==> config.mk <==
export PLATFORM = sky130hd
export DESIGN_NAME = sau_stack_arith_unit
export DESIGN_NICKNAME = d
export VERILOG_FILES = /design/src/hw/sau_pkg.sv /design/src/hw/sau_stack_arith_unit.sv
export SDC_FILE = /design/constraint.sdc
export NUM_CORES = 2
export LEC_CHECK = 0
export ABC_AREA = 1
export BUFFER_PORTS_ARGS = -buffer_cell sky130_fd_sc_hd__buf_2
export CAP_MARGIN = 20
export CORE_AREA = 5 5 378 417
export DETAILED_ROUTE_END_ITERATION = 10
export DIE_AREA = 0 0 383 422
export PLACE_DENSITY = 0.78
export SLEW_MARGIN = 20
export SYNTH_ARGS = -nofsm -noshare
export SYNTH_HDL_FRONTEND = slang
export SYNTH_SLANG_ARGS = --single-unit
==> constraint.sdc <==
create_clock -name sys_clk -period 34.3 [get_ports sys_clk]
set_input_delay 6.86 -clock sys_clk [delete_from_list [all_inputs] [get_ports sys_clk]]
set_output_delay 6.86 -clock sys_clk [all_outputs]
set_load 0.02 [all_outputs]
==> src/hw/sau_pkg.sv <==
/*
  Shared constants and types for the stack arithmetic unit: register map,
  reset values, field positions, opcode and state encodings, flag layouts.
  Assumes a 32-bit classic Wishbone slave port with byte addressing.
*/
package sau_pkg;

  localparam int ADDR_W = 8;
  localparam int DATA_W = 32;
  localparam int STACK_DEPTH = 8;

  // Register byte offsets
  localparam logic [7:0] OFS_COMMAND = 8'h00;
  localparam logic [7:0] OFS_ACC = 8'h04;
  localparam logic [7:0] OFS_FLAGS = 8'h08;
  localparam logic [7:0] OFS_INT_STATUS = 8'h0C;
  localparam logic [7:0] OFS_INT_MASK = 8'h10;
  localparam logic [7:0] OFS_STACK_BASE = 8'h20;
  localparam logic [2:0] STACK_PAGE = 3'h1;

  // Command register fields
  localparam int CMD_OP_LSB = 0;
  localparam int CMD_BUSY_BIT = 8;

  // Reset values
  localparam logic [31:0] RST_ACC = 32'h0000_0000;
  localparam logic [31:0] RST_STACK = 32'h0000_0000;
  localparam logic [6:0] RST_FLAGS = 7'h00;
  localparam logic [3:0] RST_INT_STATUS = 4'h0;
  localparam logic [3:0] RST_INT_MASK = 4'h0;

  // Divider runs one quotient bit per cycle
  localparam logic [4:0] DIV_LAST_STEP = 5'h1F;

  typedef enum logic [2:0] {
    OP_NONE = 3'h0,
    OP_BCD_STACK_MULTIPLY = 3'h1,
    OP_BCD_STACK_DIVIDE = 3'h2,
    OP_BINARY_STACK_ADD = 3'h3,
    OP_BINARY_STACK_SUBTRACT = 3'h4,
    OP_BINARY_STACK_MULTIPLY = 3'h5
  } sau_op_t;

  typedef enum logic [1:0] {
    ST_IDLE = 2'h0,
    ST_DIVIDE = 2'h1,
    ST_FINISH = 2'h3
  } sau_state_t;

  typedef struct packed {
    logic sign_error_flag;
    logic borrow_flag;
    logic carry_flag;
    logic operand_overflow_flag;
    logic invalid_bcd_flag;
    logic negative_flag;
    logic zero_flag;
  } sau_flags_t;

  typedef struct packed {
    logic sign_error;
    logic operand_overflow;
    logic invalid_bcd;
    logic op_done;
  } sau_int_t;

endpackage

==> src/hw/sau_stack_arith_unit.sv <==
/*
  Stack arithmetic unit: accumulator, eight-level accumulator stack, status
  flags and the BCD/binary stack operations, reached over classic Wishbone.
  Assumes one clock, a synchronous active-low reset and a master that issues
  one command at a time and waits for busy to fall before the next.
*/
// Operation
// - BCD multiply: four-digit stack level 1 times four-digit accumulator into accumulator
// - After BCD multiply or binary add/subtract/multiply, pop level 1, shift deeper levels up
// - BCD divide: eight-digit accumulator by four-digit level 1, quotient to accumulator
// - BCD divide writes remainder into level 1; deeper levels stay unchanged
// - Binary add: accumulator plus level 1 into accumulator
// - Binary subtract: accumulator minus level 1 into accumulator
// - Binary multiply: 16-bit level 1 times 16-bit accumulator, 32-bit product kept
// - Every operation sets zero flag when accumulator result is zero
// - Binary add, subtract and multiply set negative flag when accumulator result is negative; BCD operations clear it
// - BCD multiply and divide flag any illegal BCD operand digit
// - BCD divide flags operand overflow when operand exceeds accumulator capability
// - Binary add sets carry on carry out of bit 31
// - Binary subtract sets borrow when subtraction borrows
// - Binary add and subtract set sign error on signed overflow
// - A flag holds until the next operation updating that flag
// - Loading the accumulator pushes old contents into level 1, others one deeper
`timescale 1ns/10ps
`default_nettype none

module sau_stack_arith_unit #(
  parameter int DEPTH = sau_pkg::STACK_DEPTH
) (
  input wire logic sys_clk,
  input wire logic rst_n,
  input wire logic wb_cyc_i,
  input wire logic wb_stb_i,
  input wire logic wb_we_i,
  input wire logic [sau_pkg::ADDR_W-1:0] wb_adr_i,
  input wire logic [3:0] wb_sel_i,
  input wire logic [31:0] wb_dat_i,
  output logic [31:0] wb_dat_o,
  output logic wb_ack_o,
  output logic irq,
  output logic busy,
  output sau_pkg::sau_flags_t status_flags
);

  function automatic logic [31:0] bcd_to_bin(input logic [31:0] x);
    logic [31:0] r;
    r = 32'h0000_0000;
    for (int i = 7; i >= 0; i--)
      r = (r << 3) + (r << 1) + {28'h000_0000, x[i*4 +: 4]};
    return r;
  endfunction

  function automatic logic [31:0] bin_to_bcd(input logic [31:0] b);
    logic [39:0] d;
    d = 40'h00_0000_0000;
    for (int i = 31; i >= 0; i--)
    begin
      for (int k = 0; k < 10; k++)
        if (d[k*4 +: 4] > 4'h4)
          d[k*4 +: 4] = d[k*4 +: 4] + 4'h3;
      d = {d[38:0], b[i]};
    end
    return d[31:0];
  endfunction

  function automatic logic bcd_bad(input logic [31:0] x, input logic wide);
    logic bad;
    bad = 1'b0;
    for (int i = 0; i < 8; i++)
      if ((i < 4 || wide) && x[i*4 +: 4] > 4'h9)
        bad = 1'b1;
    return bad;
  endfunction

  function automatic logic [31:0] lane_merge(input logic [31:0] old, input logic [31:0] nw, input logic [3:0] sel);
    logic [31:0] r;
    r = old;
    for (int i = 0; i < 4; i++)
      if (sel[i])
        r[i*8 +: 8] = nw[i*8 +: 8];
    return r;
  endfunction

  sau_pkg::sau_state_t state;
  sau_pkg::sau_op_t op, cmd_op;
  logic [31:0] acc, opa, opb, quo, result, rem_bcd, final_acc, mul_a, mul_b, product, bcd_acc_bin, div_bin;
  logic [31:0] stack_level [DEPTH], push_src [DEPTH], pop_src [DEPTH];
  logic op_bad, op_ovf, bus_req, bus_wr, start, do_push, do_pop, do_rem, commit, fits;
  logic [32:0] sum33, diff33;
  logic [16:0] rem, rem_shift;
  logic [15:0] divisor;
  logic [7:0] bus_adr;
  logic [4:0] div_step;
  logic [3:0] int_mask;
  sau_pkg::sau_int_t int_status, events;
  sau_pkg::sau_flags_t next_flags;

  assign bus_req = wb_cyc_i & wb_stb_i & ~wb_ack_o;
  assign bus_wr = bus_req & wb_we_i;
  assign bus_adr = {wb_adr_i[7:2], 2'b00};
  assign busy = (state != sau_pkg::ST_IDLE);
  assign cmd_op = sau_pkg::sau_op_t'(wb_dat_i[sau_pkg::CMD_OP_LSB +: 3]);
  // Commands while busy are dropped; the sequencer must poll busy first
  assign start = bus_wr && bus_adr == sau_pkg::OFS_COMMAND && wb_sel_i[0] && !busy
    && cmd_op inside {sau_pkg::OP_BCD_STACK_MULTIPLY, sau_pkg::OP_BCD_STACK_DIVIDE,
    sau_pkg::OP_BINARY_STACK_ADD, sau_pkg::OP_BINARY_STACK_SUBTRACT, sau_pkg::OP_BINARY_STACK_MULTIPLY};
  assign do_push = bus_wr && bus_adr == sau_pkg::OFS_ACC && !busy;
  assign do_pop = state == sau_pkg::ST_FINISH && commit && op != sau_pkg::OP_BCD_STACK_DIVIDE;
  assign do_rem = state == sau_pkg::ST_FINISH && commit && op == sau_pkg::OP_BCD_STACK_DIVIDE;
  assign bcd_acc_bin = bcd_to_bin(acc);

  // Shared multiplier: BCD operands are converted to binary first
  assign product = mul_a[15:0] * mul_b[15:0];
  assign sum33 = {1'b0, opa} + {1'b0, opb};
  assign diff33 = {1'b0, opa} - {1'b0, opb};
  assign rem_shift = {rem[15:0], quo[31]};
  assign rem_bcd = bin_to_bcd({15'h0000, rem});

  assign mul_a = (op == sau_pkg::OP_BCD_STACK_MULTIPLY) ? bcd_to_bin({16'h0000, opa[15:0]}) : opa;
  assign mul_b = (op == sau_pkg::OP_BCD_STACK_MULTIPLY) ? bcd_to_bin({16'h0000, opb[15:0]}) : opb;
  assign div_bin = bcd_to_bin({16'h0000, stack_level[0][15:0]});
  assign fits = rem_shift >= {1'b0, divisor};

  always_ff @(posedge sys_clk)
  begin
    if (!rst_n)
      state <= sau_pkg::ST_IDLE;
    else
      unique case (state)
        sau_pkg::ST_IDLE:
        begin
          if (start)
          begin
            if (cmd_op == sau_pkg::OP_BCD_STACK_DIVIDE && !bcd_bad(acc, 1'b1) && !bcd_bad(stack_level[0], 1'b0)
                && stack_level[0][31:16] == 16'h0000 && stack_level[0][15:0] != 16'h0000)
              state <= sau_pkg::ST_DIVIDE;
            else
              state <= sau_pkg::ST_FINISH;
          end
        end
        sau_pkg::ST_DIVIDE:
        begin
          if (div_step == sau_pkg::DIV_LAST_STEP)
            state <= sau_pkg::ST_FINISH;
        end
        sau_pkg::ST_FINISH:
          state <= sau_pkg::ST_IDLE;
        default:
          state <= sau_pkg::ST_IDLE;
      endcase
  end

  // Operands are frozen at start so a long divide sees stable inputs
  always_ff @(posedge sys_clk)
  begin
    if (!rst_n)
    begin
      op <= sau_pkg::OP_NONE;
      opa <= sau_pkg::RST_ACC;
      opb <= sau_pkg::RST_STACK;
      op_bad <= 1'b0;
      op_ovf <= 1'b0;
    end
    else if (start)
    begin
      op <= cmd_op;
      opa <= acc;
      opb <= stack_level[0];
      op_bad <= (cmd_op == sau_pkg::OP_BCD_STACK_MULTIPLY && (bcd_bad(acc, 1'b0) || bcd_bad(stack_level[0], 1'b0)))
        || (cmd_op == sau_pkg::OP_BCD_STACK_DIVIDE && (bcd_bad(acc, 1'b1) || bcd_bad(stack_level[0], 1'b0)));
      op_ovf <= stack_level[0][31:16] != 16'h0000 || stack_level[0][15:0] == 16'h0000;
    end
  end

  // Restoring divider, one quotient bit per cycle
  always_ff @(posedge sys_clk)
  begin
    if (!rst_n)
    begin
      quo <= 32'h0000_0000;
      rem <= 17'h0_0000;
      divisor <= 16'h0000;
      div_step <= 5'h00;
    end
    else if (start)
    begin
      quo <= bcd_acc_bin;
      rem <= 17'h0_0000;
      divisor <= div_bin[15:0];
      div_step <= 5'h00;
    end
    else if (state == sau_pkg::ST_DIVIDE)
    begin
      div_step <= div_step + 5'h01;
      rem <= fits ? rem_shift - {1'b0, divisor} : rem_shift;
      quo <= {quo[30:0], fits};
    end
  end

  always_comb
  begin
    result = acc;
    commit = 1'b0;
    next_flags = status_flags;
    unique case (op)
      sau_pkg::OP_BCD_STACK_MULTIPLY:
      begin
        commit = !op_bad;
        result = bin_to_bcd(product);
        next_flags.invalid_bcd_flag = op_bad;
      end
      sau_pkg::OP_BCD_STACK_DIVIDE:
      begin
        commit = !op_bad && !op_ovf;
        result = bin_to_bcd(quo);
        next_flags.invalid_bcd_flag = op_bad;
        next_flags.operand_overflow_flag = op_ovf;
      end
      sau_pkg::OP_BINARY_STACK_ADD:
      begin
        commit = 1'b1;
        result = sum33[31:0];
        next_flags.carry_flag = sum33[32];
        next_flags.sign_error_flag = opa[31] == opb[31] && sum33[31] != opa[31];
      end
      sau_pkg::OP_BINARY_STACK_SUBTRACT:
      begin
        commit = 1'b1;
        result = diff33[31:0];
        next_flags.borrow_flag = diff33[32];
        next_flags.sign_error_flag = opa[31] != opb[31] && diff33[31] != opa[31];
      end
      sau_pkg::OP_BINARY_STACK_MULTIPLY:
      begin
        commit = 1'b1;
        result = product;
      end
      default:
      begin
        commit = 1'b0;
      end
    endcase
    final_acc = commit ? result : acc;
    next_flags.zero_flag = final_acc == 32'h0000_0000;
    // Packed BCD carries no sign, so BCD results never read as negative
    next_flags.negative_flag = final_acc[31] && op != sau_pkg::OP_BCD_STACK_MULTIPLY
      && op != sau_pkg::OP_BCD_STACK_DIVIDE;
  end

  always_ff @(posedge sys_clk)
  begin
    if (!rst_n)
      acc <= sau_pkg::RST_ACC;
    else if (do_push)
      acc <= lane_merge(acc, wb_dat_i, wb_sel_i);
    else if (state == sau_pkg::ST_FINISH)
      acc <= final_acc;
  end

  always_ff @(posedge sys_clk)
  begin
    if (!rst_n)
      status_flags <= sau_pkg::sau_flags_t'(sau_pkg::RST_FLAGS);
    else if (state == sau_pkg::ST_FINISH)
      status_flags <= next_flags;
  end

  genvar g;
  generate
    for (g = 0; g < DEPTH; g++)
    begin : gen_stack
      if (g == 0)
        assign push_src[g] = acc;
      else
        assign push_src[g] = stack_level[g-1];
      if (g == DEPTH - 1)
        assign pop_src[g] = sau_pkg::RST_STACK;
      else
        assign pop_src[g] = stack_level[g+1];

      always_ff @(posedge sys_clk)
      begin
        if (!rst_n)
          stack_level[g] <= sau_pkg::RST_STACK;
        else if (do_push)
          stack_level[g] <= push_src[g];
        else if (do_pop)
          stack_level[g] <= pop_src[g];
        else if (do_rem && g == 0)
          stack_level[g] <= rem_bcd;
      end
    end
  endgenerate

  always_comb
  begin
    events.op_done = state == sau_pkg::ST_FINISH;
    events.invalid_bcd = events.op_done && next_flags.invalid_bcd_flag && op != sau_pkg::OP_BINARY_STACK_ADD
      && op != sau_pkg::OP_BINARY_STACK_SUBTRACT && op != sau_pkg::OP_BINARY_STACK_MULTIPLY;
    events.operand_overflow = events.op_done && op == sau_pkg::OP_BCD_STACK_DIVIDE && op_ovf;
    events.sign_error = events.op_done && (op == sau_pkg::OP_BINARY_STACK_ADD
      || op == sau_pkg::OP_BINARY_STACK_SUBTRACT) && next_flags.sign_error_flag;
  end

  // New events win over a same-cycle write-one-to-clear
  always_ff @(posedge sys_clk)
  begin
    if (!rst_n)
      int_status <= sau_pkg::sau_int_t'(sau_pkg::RST_INT_STATUS);
    else if (bus_wr && bus_adr == sau_pkg::OFS_INT_STATUS && wb_sel_i[0])
      int_status <= (int_status & ~sau_pkg::sau_int_t'(wb_dat_i[3:0])) | events;
    else
      int_status <= int_status | events;
  end

  always_ff @(posedge sys_clk)
  begin
    if (!rst_n)
      int_mask <= sau_pkg::RST_INT_MASK;
    else if (bus_wr && bus_adr == sau_pkg::OFS_INT_MASK && wb_sel_i[0])
      int_mask <= wb_dat_i[3:0];
  end

  assign irq = |(int_status & int_mask);

  always_ff @(posedge sys_clk)
  begin
    if (!rst_n)
      wb_ack_o <= 1'b0;
    else
      wb_ack_o <= bus_req;
  end

  always_ff @(posedge sys_clk)
  begin
    if (!rst_n)
      wb_dat_o <= 32'h0000_0000;
    else if (bus_req && !wb_we_i)
    begin
      wb_dat_o <= 32'h0000_0000;
      if (bus_adr == sau_pkg::OFS_COMMAND)
      begin
        wb_dat_o[sau_pkg::CMD_OP_LSB +: 3] <= op;
        wb_dat_o[sau_pkg::CMD_BUSY_BIT] <= busy;
      end
      else if (bus_adr == sau_pkg::OFS_ACC)
        wb_dat_o <= acc;
      else if (bus_adr == sau_pkg::OFS_FLAGS)
        wb_dat_o[6:0] <= status_flags;
      else if (bus_adr == sau_pkg::OFS_INT_STATUS)
        wb_dat_o[3:0] <= int_status;
      else if (bus_adr == sau_pkg::OFS_INT_MASK)
        wb_dat_o[3:0] <= int_mask;
      else if (bus_adr[7:5] == sau_pkg::STACK_PAGE && int'(bus_adr[4:2]) < DEPTH)
        wb_dat_o <= stack_level[bus_adr[4:2]];
    end
  end

endmodule

`default_nettype wire

==> qor.yml <==
status:
  run_status: "complete, no violations"
die:
  die-height_um: 422
  dieArea_um2: 162000
  die_x_um: 383
  initial_utilization: 0.614
  ios: 91
  row_count: 151
  fp.coreArea_um2: 153000
timing:
  timing_hold_violations_final: 0
  worst_slew_pin_tran_ns: 1.27
  final.period_utilization: 0.925
  post-route-worst-setup-slack_ns: 2.59
  timing.fmax_ghz: 0.0315
  setup_viol_count_final: 0
  slew_violations: 0
  final.setup.tns_ns: 0
  fin_crit_ns: 31.71
  finalClockSkew_ns: 0.0598
  slew-limit-headroom: 0.149
synth:
  ys_dominant_reg_cell: "edfxtp_1"
  synth_enable_flop_cells: 256
  mappedNetlistNets: 15600
  synth_cell_type_count: 80
  synth.top_cell.area_share: 0.147
  synth.cell_area_um2: 93900
  async_reset_ff_frac: 0
  netlist.top_cell.by_area: "nand2_1"
  synth-seq-cells: 476
  synthesis.instances: 14200
  avgSynthCellArea_um2: 6.59
  synth_sequential_area_ratio: 0.129
  ys_top_cells_by_area: "nand2_1, ha_1, inv_1"
  yosys_warnings: 0
worst_setup_path:
  cpPeakStageDelay_ns: 0.99
  critical_register_to_register_path_startpoint: "opa[11]$_SDFFE_PN0P_"
  crit_type: "flip-flop to flip-flop"
  critical_path_buf_inv_count: 45
  worst_r2r_endpoint: "status_flags[0]$_SDFFE_PN0P_"
  arrival_ns: 32.28
  endpoint: "status_flags[0]$_SDFFE_PN0P_"
  worst-endpoint-required_ns: 34.86
  critPathSlowestCell: "xor2_1"
  worst_r2r_path_depth: 216
  crit_path_start_kind: "flip-flop"
  crit_fanout: 10
  timing.critical_path.to_type: "flip-flop"
  setup.reg_to_reg.worst_slack_ns: 2.59
  cp_num_cells: 216
  worst_setup_path_startpoint: "opa[11]$_SDFFE_PN0P_"
  critical-path-top-delay-family: "simple AND/OR/NAND/NOR gates"
  critPathMostFrequentCell: "nand2_1"
routing:
  first_pass_iters: 6
  drcViolationCount: 0
  drt_first_iter_violations: 7812
  vias: 93000
  postRouteAntennaNets: 0
  wire_per_inst_um: 16.4
  routed_wire_length_mm: 267
  post_drt_via_cell_ratio: 5.71
power_and_ir_drop:
  total_leakage_power_uw: 0.0534
  ir_worst_vdd_uv: 210
  pwr_density_cell_nw_per_um2: 36.3
grt:
  first_global_vias: 86700
  wire_length_of_the_first_global_routing_pass_mm: 427
  maximum_number_of_pins_on_one_net_before_global_route_repair: 154
  grt_usage: 0.315
  initial_antenna_violation_count: 7
  grt-ovfl-total: 0
clock_tree:
  h-tree-depth: 2
  cts-root-buf: "clkbuf_16"
  cts-hold-fix-buffers: 0
  cts_tree: "yes"
  tritoncts.num_buffers: 52
  max-clock-path-buffers: 3
  clkSinkCount: 476
  cts.clk_slew.worst_paths_ns: 0.07
  insertion_delay_of_the_later_clocked_pin_in_the_worst_skew_pair_ns: 0.64
final_layout:
  stdcell_count: 16300
  layout.nets: 15600
  area.growth.synth_to_final_pct: 5.13
  final_layout_size_suffix_gt1_frac: 0.144
hold_path:
  holdCritPathClass: "flip-flop to flip-flop"
place:
  dp.final_hpwl_mm: 217
  routability_driven_placement_congestion_ratio: 0.971
  placedCellCount: 16200
  place_worst_setup_slack_ns: 1.66
  place.port_buffers: 88
flow_run:
  maxCapViolCount: 0
-- power by group --
group / switching [µW] / total [µW] / internal (µW)
Sequential: 4.80 / 615 / 610
Combinational: 1630 / 2370 / 735
Clock: 256 / 604 / 348
Total: 1900 / 3590 / 1690
-- layout by cell type (no fill, tap or decap), types with 139 or more instances in the layout --
| cell | count |
|---|---|
| a21oi_1 | 512 |
| dfxtp_1 | 217 |
| edfxtp_1 | 256 |
| fa_1 | 229 |
| ha_1 | 1034 |
| inv_1 | 2340 |
| nand2_1 | 3643 |
| nand2_2 | 640 |
| nand2_4 | 398 |
| nand3_1 | 1100 |
| nand3_2 | 178 |
| nand4_1 | 139 |
| nor2_1 | 622 |
| o21ai_0 | 501 |
| o21ai_1 | 152 |
| o22ai_1 | 366 |
| xor2_1 | 441 |
-- cell type report --
cell class / count / area [µm²]
well taps: 1989 / 2490
flip-flops and latches: 476 / 12100
multi-input cells: 11000 / 71600
diodes: 6 / 15.0
clock buffers: 72 / 1580
clock inverters: 25 / 267
repair buffers: 172 / 1080
fillers: 14000 / 54300
inverters: 2531 / 9620
-- logic make-up (layout without fill, tap and decap cells) --
kind of cell / Yosys count / count (layout) / share of synthesized area
buf+inv: 2730 / 2800 / 0.113
xor+xnor: 576 / 576 / 0.0542
compound gates: 2006 / 2006 / 0.128
fa+ha+maj: 1267 / 1267 / 0.187
flops: 476 / 476 / 0.129
simple gates: 7184 / 7184 / 0.389
other cells: 0 / 6 / 0
mux: 3 / 3 / 0.000320
-- Yosys cell counts (90+ instances only) --
| library cell | number |
|---|---|
| nand2_1 | 3667 |
| inv_1 | 2344 |
| nand3_1 | 1106 |
| ha_1 | 1038 |
| nor2_1 | 638 |
| nand2_2 | 621 |
| a21oi_1 | 512 |
| o21ai_0 | 508 |
| xor2_1 | 449 |
| nand2_4 | 393 |
| o22ai_1 | 367 |
| edfxtp_1 | 256 |
| fa_1 | 229 |
| dfxtp_1 | 220 |
| nand3_2 | 172 |
| o21ai_1 | 152 |
| clkbuf_1 | 149 |
| nand4_1 | 139 |
| inv_2 | 128 |
| xnor2_1 | 123 |
| or2_2 | 105 |
| o211ai_1 | 90 |
-- timing repair --
item,in CTS,in global routing
setup buffers,0,18
endpoints found under the setup margin,0,29
resized for setup,0,78
-- registers in the layout (all words and copies together) (netlist names) --
register and cells:
acc 32, int_status 4, quo 32, divisor 15
op 3, wb_dat_o 32, opa 32, op_ovf 1
op_bad 1, wb_ack_o 1, state 2, int_mask 4
rem 17, opb 32, div_step 5, stack_level 256
status_flags 7
-- metrics by stage --
| step | util | cell area [µm²] | hold WS (ns) | power [µW] |
|---|---|---|---|---|
| global route | 0.645 | 98700 | 0.487 | 3900 |
| floorplan | - | 93900 | 0.445 | 2390 |
| finish | 0.645 | 98700 | 0.466 | 3590 |
| global placement | 0.630 | 96400 | 0.451 | 2770 |
| detailed placement | 0.630 | 96400 | 0.456 | 2900 |
| CTS | 0.642 | 98300 | 0.469 | 3520 |
-- worst min-delay path by stage --
stage,start,to,slack [ns],depth (start not counted)
floorplan,div_step[4]$_SDFFE_PP0P_,div_step[4]$_SDFFE_PP0P_,0.45,2
global placement,wb_dat_o[2]$_SDFFE_PN0P_,wb_dat_o[2]$_SDFFE_PN0P_,0.45,2
detailed placement,wb_dat_o[26]$_SDFFE_PN0P_,wb_dat_o[26]$_SDFFE_PN0P_,0.46,2
CTS,wb_dat_o[2]$_SDFFE_PN0P_,wb_dat_o[2]$_SDFFE_PN0P_,0.47,2
global route,wb_dat_o[0]$_SDFFE_PN0P_,wb_dat_o[0]$_SDFFE_PN0P_,0.49,2
finish,wb_dat_o[22]$_SDFFE_PN0P_,wb_dat_o[22]$_SDFFE_PN0P_,0.47,2
-- worst min-delay path, stage by stage, from the launching register on --
cell and delay (ns):
dfxtp_1 0.31, nand2_1 0.06, a21oi_1 0.05
-- layer usage --
layer	global-route usage	vias to the layer above	routed length (µm)
met3	0.0364	438	21400
met4	0.101	0	9880
li1	-	46000	-
met1	0.427	43500	115000
met5	0	-	0
met2	0.523	3078	121000
Note: power is estimated with default switching activity, not from simulation.
